File: config.mk
export PLATFORM = sky130hd
export DESIGN_NAME = asr_conv_ctrl
export DESIGN_NICKNAME = d
export VERILOG_FILES = /design/src/asr_pkg.sv /design/src/asr_conv_ctrl.sv /design/src/asr_sar_engine.sv
export SDC_FILE = /design/constraint.sdc
export NUM_CORES = 1
export LEC_CHECK = 0
export ABC_AREA = 0
export BUFFER_PORTS_ARGS = -buffer_cell sky130_fd_sc_hd__buf_2
export CAP_MARGIN = 20
export CELL_PAD_IN_SITES_DETAIL_PLACEMENT = 0
export CELL_PAD_IN_SITES_GLOBAL_PLACEMENT = 1
export CORE_UTILIZATION = 25
export CTS_CLUSTER_DIAMETER = 60
export CTS_CLUSTER_SIZE = 16
export DETAILED_ROUTE_END_ITERATION = 12
export GPL_ROUTABILITY_DRIVEN = 0
export PLACE_DENSITY = 0.6
export REMOVE_ABC_BUFFERS = 1
export SYNTH_ARGS = -nofsm -noshare
export SYNTH_HDL_FRONTEND = slang
export SYNTH_SLANG_ARGS = --single-unit
File: constraint.sdc
create_clock -name clk_sys -period 2 [get_ports clk_sys]
set_input_delay 0 -clock clk_sys [delete_from_list [all_inputs] [get_ports clk_sys]]
set_output_delay 0 -clock clk_sys [all_outputs]
set_load 0.05 [all_outputs]
File: src/asr_pkg.sv
`default_nettype none
package asr_pkg;
    // Timing
    localparam int CLK_MHZ      = 50;
    localparam int CONV_TIME_NS = 11080;
    localparam int CONV_CYC     = (CONV_TIME_NS * CLK_MHZ + 999) / 1000;
    localparam int BIT_CYC      = 40;
    localparam int SAMPLE_CYC   = CONV_CYC - 10 * BIT_CYC;
    localparam int RES_W        = 10;
    localparam int RES_LSB      = 6;

    // Byte addresses: result n upper byte at 2n, lower byte at 2n+1
    localparam logic [3:0] ADDR_RES_LAST = 4'h7;
    localparam logic [3:0] ADDR_CSR      = 4'h8;
    localparam logic [3:0] ADDR_CR       = 4'h9;

    // Control/status fields
    localparam int CSR_FLAG  = 7;
    localparam int CSR_IE    = 6;
    localparam int CSR_START = 5;
    localparam int CSR_SCAN  = 4;
    localparam int CSR_GRP   = 2;
    localparam int CSR_CHN   = 0;
    localparam int CR_TRIG   = 0;
    localparam logic [7:0] CSR_RST = 8'h00;
    localparam logic [7:0] CR_RST  = 8'h00;

    // Trigger source select
    localparam logic [1:0] TRIG_SW  = 2'h0;
    localparam logic [1:0] TRIG_TMR = 2'h1;
    localparam logic [1:0] TRIG_EXT = 2'h2;

    typedef struct packed {
        logic       rd;
        logic       wr;
        logic       word;
        logic [3:0] addr;
        logic [7:0] wdata;
    } asr_bus_req_t;

    typedef enum logic [1:0] {
        E_IDLE   = 2'b00,
        E_SAMPLE = 2'b01,
        E_BIT    = 2'b10
    } asr_eng_state_t;

    typedef struct packed {
        asr_eng_state_t   st;
        logic [9:0]       cnt;
        logic [3:0]       bitn;
        logic [RES_W-1:0] code;
        logic [RES_W-1:0] result;
        logic             done;
        logic             sh;
        logic             comp_s1;
        logic             comp_s2;
    } asr_eng_t;

    typedef struct packed {
        logic                       flag;
        logic                       armed;
        logic                       ie;
        logic                       start;
        logic                       scan;
        logic [1:0]                 grp;
        logic [1:0]                 chn;
        logic [1:0]                 trig;
        logic [1:0]                 cur;
        logic                       busy;
        logic                       go;
        logic [3:0][RES_W-1:0]      res;
        logic [7:0]                 temp;
        logic [15:0]                rdata;
        logic                       irq;
        logic                       ext_s1;
        logic                       ext_s2;
        logic                       ext_d;
        logic [3:0]                 mux;
    } asr_ctl_t;
endpackage
`default_nettype wire

File: src/asr_conv_ctrl.sv
// How it works
// - Each 10-bit result sits left-justified in bits 15..6 of its register.
// - Bits 5..0 of every result register always read as zero.
// - Four read-only 16-bit result registers, one per position in the group.
// - Bus carries 8 bits per byte access; results split upper and lower.
// - Upper-byte read copies lower byte to a latch; lower reads return it.
// - Sixteen inputs form four groups of four consecutive inputs.
// - Two select bits pick the group; position n lands in register n.
// - Single mode converts the selected channel once per start.
// - Scan mode repeats over one to four channels without new starts.
// - Starts come from software, the timer unit, or the external trigger.
// - A dedicated trigger pin starts conversion when selected.
// - A conversion-end interrupt request can be raised.
// - Each channel conversion takes the fixed documented cycle count.
// - Each channel is sampled and held before bit decisions.
// - Module stop halts the block and resets the controller; the engine goes idle but holds dac_code.
// - End flag sets on conversion or pass end; cleared by 0 after reading 1.
// - Start bit self-clears in single mode; scan runs until cleared.
// - Mode bit 0 selects single, 1 selects scan.
// - Interrupt request only while the enable bit is 1.
`timescale 1ns/1ns
`default_nettype none
module asr_conv_ctrl
    import asr_pkg::*;
(
    // System
    input  wire logic             clk_sys,
    input  wire logic             sys_rst,
    input  wire logic             converter_module_stop_bit,
    // Processor byte bus
    input  wire asr_bus_req_t     bus_req,
    output logic [15:0]           bus_rdata,
    // Start sources
    input  wire logic             timer_trig,
    input  wire logic             ext_conv_trigger_pin,
    // Analog front end
    input  wire logic             comp_in,
    output logic [3:0]            analog_mux_sel,
    output logic                  sample_hold,
    output logic [RES_W-1:0]      dac_code,
    // Interrupt
    output logic                  conversion_end_irq
);
    asr_ctl_t         st;
    asr_ctl_t         next_st;
    logic             eng_done;
    logic [RES_W-1:0] eng_result;
    logic             res_addr;
    logic [15:0]      word_src;
    logic [7:0]       low_src;

    asr_sar_engine u_engine (
        .clk_sys     (clk_sys),
        .sys_rst     (sys_rst),
        .start       (st.go),
        .abort       (!st.start),
        .done        (eng_done),
        .result      (eng_result),
        .comp_in     (comp_in),
        .sample_hold (sample_hold),
        .dac_code    (dac_code)
    );

    function automatic logic is_res(input logic [3:0] a);
        return a <= ADDR_RES_LAST;
    endfunction

    assign res_addr = is_res(bus_req.addr);
    assign word_src = {st.res[bus_req.addr[2:1]], 6'h00};
    assign low_src = word_src[7:0];

    always_comb
    begin
        logic trig_ev;
        logic launch;
        logic last;
        trig_ev = 1'b0;
        launch = 1'b0;
        last = 1'b0;
        next_st = st;
        next_st.go = 1'b0;
        next_st.ext_s1 = ext_conv_trigger_pin;
        next_st.ext_s2 = st.ext_s1;
        next_st.ext_d = st.ext_s2;

        // Hardware start sources, ignored while already running
        if (st.trig == TRIG_TMR && timer_trig)
            trig_ev = 1'b1;
        if (st.trig == TRIG_EXT && st.ext_s2 && !st.ext_d)
            trig_ev = 1'b1;
        if (!st.start && trig_ev)
            launch = 1'b1;

        // Register reads; the byte path is 8 bits, word reads use all 16
        if (bus_req.rd)
        begin
            next_st.rdata = 16'h0000;
            if (bus_req.addr == ADDR_CSR)
            begin
                next_st.rdata[7:0] = {st.flag, st.ie, st.start, st.scan, st.grp, st.chn};
                if (st.flag)
                    next_st.armed = 1'b1;
            end
            else if (bus_req.addr == ADDR_CR)
                next_st.rdata[1:0] = st.trig;
            else if (res_addr && bus_req.word)
                next_st.rdata = word_src;
            else if (res_addr && !bus_req.addr[0])
            begin
                next_st.rdata[7:0] = word_src[15:8];
                next_st.temp = low_src;
            end
            else if (res_addr)
                next_st.rdata[7:0] = st.temp;
        end

        // Register writes; result registers ignore writes
        if (bus_req.wr && bus_req.addr == ADDR_CSR)
        begin
            next_st.ie = bus_req.wdata[CSR_IE];
            next_st.scan = bus_req.wdata[CSR_SCAN];
            next_st.grp = bus_req.wdata[CSR_GRP +: 2];
            next_st.chn = bus_req.wdata[CSR_CHN +: 2];
            if (bus_req.wdata[CSR_START] && !st.start)
                launch = 1'b1;
            if (!bus_req.wdata[CSR_START])
            begin
                next_st.start = 1'b0;
                next_st.busy = 1'b0;
            end
            if (!bus_req.wdata[CSR_FLAG] && st.armed)
            begin
                next_st.flag = 1'b0;
                next_st.armed = 1'b0;
            end
        end
        if (bus_req.wr && bus_req.addr == ADDR_CR)
            next_st.trig = bus_req.wdata[CR_TRIG +: 2];

        // Conversion end: store, then step or finish; set beats clear
        if (eng_done && st.start)
        begin
            next_st.res[st.cur] = eng_result;
            next_st.busy = 1'b0;
            last = !st.scan || st.cur == st.chn;
            if (last)
            begin
                next_st.flag = 1'b1;
                next_st.armed = 1'b0;
            end
            if (!st.scan)
                next_st.start = 1'b0;
            else if (last)
                next_st.cur = 2'h0;
            else
                next_st.cur = st.cur + 2'h1;
        end

        if (launch)
        begin
            next_st.start = 1'b1;
            next_st.busy = 1'b0;
            next_st.cur = next_st.scan ? 2'h0 : next_st.chn;
        end

        // Hand the next channel to the engine once it is free
        if (next_st.start && !next_st.busy && !st.go)
        begin
            next_st.go = 1'b1;
            next_st.busy = 1'b1;
            next_st.mux = {next_st.grp, next_st.cur};
        end

        next_st.irq = next_st.flag && next_st.ie;

        // Module stop: everything back to reset, only the pin sync runs
        if (converter_module_stop_bit)
        begin
            next_st = '0;
            next_st.ext_s1 = ext_conv_trigger_pin;
            next_st.ext_s2 = st.ext_s1;
            next_st.ext_d = st.ext_s2;
        end
    end

    always_ff @(posedge clk_sys)
    begin
        if (sys_rst)
        begin
            st <= '0;
            st.ie <= CSR_RST[CSR_IE];
            st.trig <= CR_RST[1:0];
        end
        else
            st <= next_st;
    end

    assign bus_rdata = st.rdata;
    assign analog_mux_sel = st.mux;
    assign conversion_end_irq = st.irq;
endmodule // asr_conv_ctrl
`default_nettype wire

File: src/asr_sar_engine.sv
`timescale 1ns/1ns
`default_nettype none
module asr_sar_engine
    import asr_pkg::*;
(
    // System
    input  wire logic             clk_sys,
    input  wire logic             sys_rst,
    // Sequencer side
    input  wire logic             start,
    input  wire logic             abort,
    output logic                  done,
    output logic [RES_W-1:0]      result,
    // Analog side
    input  wire logic             comp_in,
    output logic                  sample_hold,
    output logic [RES_W-1:0]      dac_code
);
    asr_eng_t st;
    asr_eng_t next_st;
    logic [10:0] run_len;

    always_comb
    begin
        logic [RES_W-1:0] nc;
        nc = st.code;
        next_st = st;
        next_st.done = 1'b0;
        next_st.comp_s1 = comp_in;
        next_st.comp_s2 = st.comp_s1;
        case (st.st)
            E_IDLE:
            begin
                if (start && !abort)
                begin
                    next_st.st = E_SAMPLE;
                    next_st.sh = 1'b1;
                    next_st.cnt = 10'(SAMPLE_CYC - 1);
                end
            end
            E_SAMPLE:
            begin
                if (abort)
                begin
                    next_st.st = E_IDLE;
                    next_st.sh = 1'b0;
                end
                else if (st.cnt == 10'h000)
                begin
                    next_st.st = E_BIT;
                    next_st.sh = 1'b0;
                    next_st.bitn = 4'h9;
                    next_st.code = 10'h200;
                    next_st.cnt = 10'(BIT_CYC - 1);
                end
                else
                    next_st.cnt = st.cnt - 10'h001;
            end
            E_BIT:
            begin
                if (abort)
                    next_st.st = E_IDLE;
                else if (st.cnt == 10'h000)
                begin
                    // Comparator low: trial level overshot the input
                    if (!st.comp_s2)
                        nc[st.bitn] = 1'b0;
                    if (st.bitn == 4'h0)
                    begin
                        next_st.result = nc;
                        next_st.done = 1'b1;
                        next_st.st = E_IDLE;
                    end
                    else
                    begin
                        nc[st.bitn - 4'h1] = 1'b1;
                        next_st.bitn = st.bitn - 4'h1;
                        next_st.cnt = 10'(BIT_CYC - 1);
                    end
                    next_st.code = nc;
                end
                else
                    next_st.cnt = st.cnt - 10'h001;
            end
            default:
                next_st.st = E_IDLE;
        endcase
    end

    always_ff @(posedge clk_sys)
    begin
        if (sys_rst)
            st <= '0;
        else
            st <= next_st;
    end

    // Cycles spent outside idle, for checking only
    always_ff @(posedge clk_sys)
    begin
        if (sys_rst || st.st == E_IDLE)
            run_len <= 11'h000;
        else
            run_len <= run_len + 11'h001;
    end

    assign done = st.done;
    assign result = st.result;
    assign sample_hold = st.sh;
    assign dac_code = st.code;
endmodule // asr_sar_engine
`default_nettype wire
==> flow_summary.json <==
{
  "syn_inst": 698,
  "ir_drop_mv": 0.569,
  "start_util_pct": 25.6,
  "via_per_inst": 4.80,
  "maxSlewViolCount": 0,
  "grt_remaining_overflow": 0,
  "rows": 55,
  "cts_tree": "done",
  "wire_per_inst_um": 15.5,
  "layout.nets": 804,
  "ys_seq_elements": 121,
  "route.detailed.drc": 0,
  "yosys.area_share.simple_pct": 21.7,
  "antenna_cells": 0,
  "cp.arrival_ns": 2.27,
  "synth_compound_area_share_pct": 19.3,
  "antenna_left": 0,
  "yosysTopAreaCellShare_pct": 41.7,
  "fin_skew_ns": 0.00848,
  "port_buffers": 52,
  "dieArea_um2": 23900,
  "worst_pin_slew_ns": 0.588,
  "min_period_over_period_pct": 95.6,
  "numCtsBuffers": 17,
  "worst_setup_path_start_kind": "flip-flop",
  "status": "finished clean",
  "die_w_um": 154,
  "antenna_found_initial": 0,
  "cap_violations": 0,
  "clockBufferDepth": 2,
  "crit_type": "reg -> reg",
  "post-route-min-period_ns": 1.91,
  "first_iter_violations": 259,
  "root_buffer": "clkbuf_16",
  "critPathRequiredTime_ns": 2.36,
  "first_pass_iters": 5,
  "synthAdderAreaFrac_pct": 2.80,
  "finish.instance_area_um2": 7400,
  "grt_pass1_vias": 4914,
  "fillCellCount": 2432,
  "slew_headroom_pct": 60.7,
  "leakage_nw": 2.76,
  "synth_top_family_by_area": "simple AND/OR/NAND/NOR gates",
  "ys_seq_area_share_pct": 41.7,
  "wl_um": 16600,
  "cts_num_sinks": 121,
  "grt_max_degree": 73,
  "clk_latency_ns": 0.42,
  "crit_path_end_kind": "flip-flop",
  "ys_warn_count": 0,
  "final_cells": 1068,
  "htreeDepth": 4,
  "yosys.area.top_type": "dfxtp_1",
  "core-area_um2": 22700,
  "track_usage_pct": 14.5,
  "synth.cell_area_um2": 5810,
  "finalHoldViolCount": 0,
  "cp_max_fo": 4,
  "drive_gt1_share_pct": 23.2,
  "post-place-cells": 1024,
  "max_freq_mhz": 523,
  "synthToLayoutAreaGrowth_pct": 27.3,
  "clkTransAtPathRegs_ns": 0.06,
  "vias": 5127,
  "die_h_um": 154,
  "synth_area_leaders": "dfxtp_1 42%, nand2_1 8.7%, a21oi_1 6.9%",
  "grt_pass1_wl_um": 27000,
  "ys.flop_type": "dfxtp_1",
  "synth-edff-count": 0,
  "place_area_um2": 6480,
  "synthDistinctLibCells": 66,
  "num_io_pins": 53,
  "finalSetupTns_ns": 0,
  "hold_class": "in -> reg",
  "synth-xor-area-share_pct": 0.603,
  "powerDensity_nw_per_um2": 812,
  "dp_hpwl_um": 11600,
  "whs_ns": 0.0127,
  "syn_area_per_cell_um2": 8.32,
  "muxShareOfSynthArea_pct": 6.05,
  "async_flop_share_pct": 0,
  "setup_viol": 0
}
layout by cell type (no fill, tap or decap), types with 4 or more instances in the layout:
cell type and instances:
a211oi_1 7, a21boi_0 4, a21o_1 11, a21oi_1 76
a21oi_2 4, a221oi_1 5, a22oi_1 10, a31oi_1 7
and2_1 7, and3_1 9, buf_2 52, buf_4 56
bufinv_16 5, clkbuf_16 17, dfxtp_1 119, dlygate4sd3_1 12
ha_1 10, inv_1 16, mux2i_1 10, mux4_2 10
nand2_1 135, nand2b_1 7, nand3_1 16, nor2_1 42
nor2b_1 6, nor3_1 13, nor3b_1 4, o21ai_0 21
o22ai_1 8
where the power goes:
group	switching, mW	total (mW)	internal, mW	leakage, nW
clock	1.16	3.37	2.21	0.304
combinational	0.131	0.214	0.0828	1.47
sequential	0.00486	2.42	2.42	0.977
stage by stage:
step | setup slack (ns) | power (mW) | utilization, %
2_1_floorplan | -0.130 | 2.56 | -
3_3_place_gp | 0.0395 | 2.68 | 28.6
4_1_cts | -0.00890 | 6.08 | 31.9
6_report | 0.0885 | 6.00 | 32.6
3_5_place_dp | -0.00397 | 2.67 | 28.6
5_1_grt | -0.00653 | 6.22 | 32.6
final cells by class:
cell class	count	area, um2	share of cell area (%)
Inverter	19	71.3	0.964
Clock inverter	12	198	2.67
Tap cell	285	357	4.82
Clock buffer	20	437	5.90
Timing Repair Buffer	121	821	11.1
Sequential cell	121	2430	32.8
Multi-Input combinational cell	490	3090	41.7
Yosys cell counts, types with 4 or more instances:
| cell | instances |
|---|---|
| buf_4 | 30 |
| nor3_1 | 13 |
| and3_1 | 11 |
| a21boi_0 | 4 |
| ha_1 | 13 |
| a21oi_1 | 80 |
| clkbuf_1 | 30 |
| o22ai_1 | 8 |
| nor3b_1 | 5 |
| nand2b_1 | 8 |
| a221oi_1 | 5 |
| nor2b_1 | 6 |
| and2_1 | 7 |
| nor2_1 | 42 |
| o21ai_0 | 21 |
| inv_1 | 18 |
| mux2i_1 | 10 |
| a31oi_1 | 7 |
| a211oi_1 | 8 |
| mux4_2 | 10 |
| a21o_1 | 11 |
| dfxtp_1 | 121 |
| nand2_1 | 135 |
| a22oi_1 | 10 |
| nand3_1 | 17 |
| buf_2 | 6 |
state kept, by name, indices dropped and copies added (netlist names):
| register | cells |
|---|---|
| st | 60 |
| u_engine.st | 17 |
| bus_rdata | 16 |
| u_engine.dac_code | 10 |
| u_engine.result | 10 |
| analog_mux_sel | 4 |
| conversion_end_irq | 1 |
| u_engine.done | 1 |
| u_engine.next_st | 1 |
| u_engine.sample_hold | 1 |
critical path, cell delays in order (launching register included):
cell and delay (ns):
dfxtp_1 0.32, inv_1 0.07, ha_1 0.15, nor3b_4 0.18
buf_4 0.15, and4_4 0.22, o21ai_1 0.08, or4_4 0.55
a21oi_2 0.13
cells by family (layout without fill, tap and decap cells):
logic type,after synthesis,count (layout)
simple gates,271,271
xor+xnor,4,4
flops,121,121
mux,22,22
fa+ha+maj,13,13
compound gates,180,180
buf+inv,87,172
routing by layer:
| metal | part of all wire, % | GRT usage, % | up-vias |
|---|---|---|---|
| met1 | 48 | 19.8 | 2404 |
| met2 | 46 | 22.0 | 131 |
| met4 | 1.4 | 5.42 | 0 |
| met5 | 0 | 0 | - |
| met3 | 4.7 | 3.28 | 13 |
| li1 | - | - | 2579 |
worst paths after layout:
kind / from / endpoint / slack [ns] / cells past startpoint
min reg2reg: st[6]$_SDFF_PP0_ / st[5]$_SDFF_PP0_ / 0.43 / 1
min: bus_req[5] / st[73]$_SDFF_PP0_ / 0.01 / 3
max reg2reg: u_engine.st[29]$_SDFFE_PP0P_ / u_engine.st[26]$_SDFFE_PP0P_ / 0.09 / 8
max: u_engine.st[29]$_SDFFE_PP0P_ / u_engine.st[26]$_SDFFE_PP0P_ / 0.09 / 8
what timing repair did:
action                                  CTS  global route
setup buffers                             0             1
pin swaps                                 0             4
endpoints found under the setup margin    2            30
gates resized for setup                   1            34
hold endpoints to repair                 22             0
hold buffers                             12             0
Power figures use the tool's default switching activity.
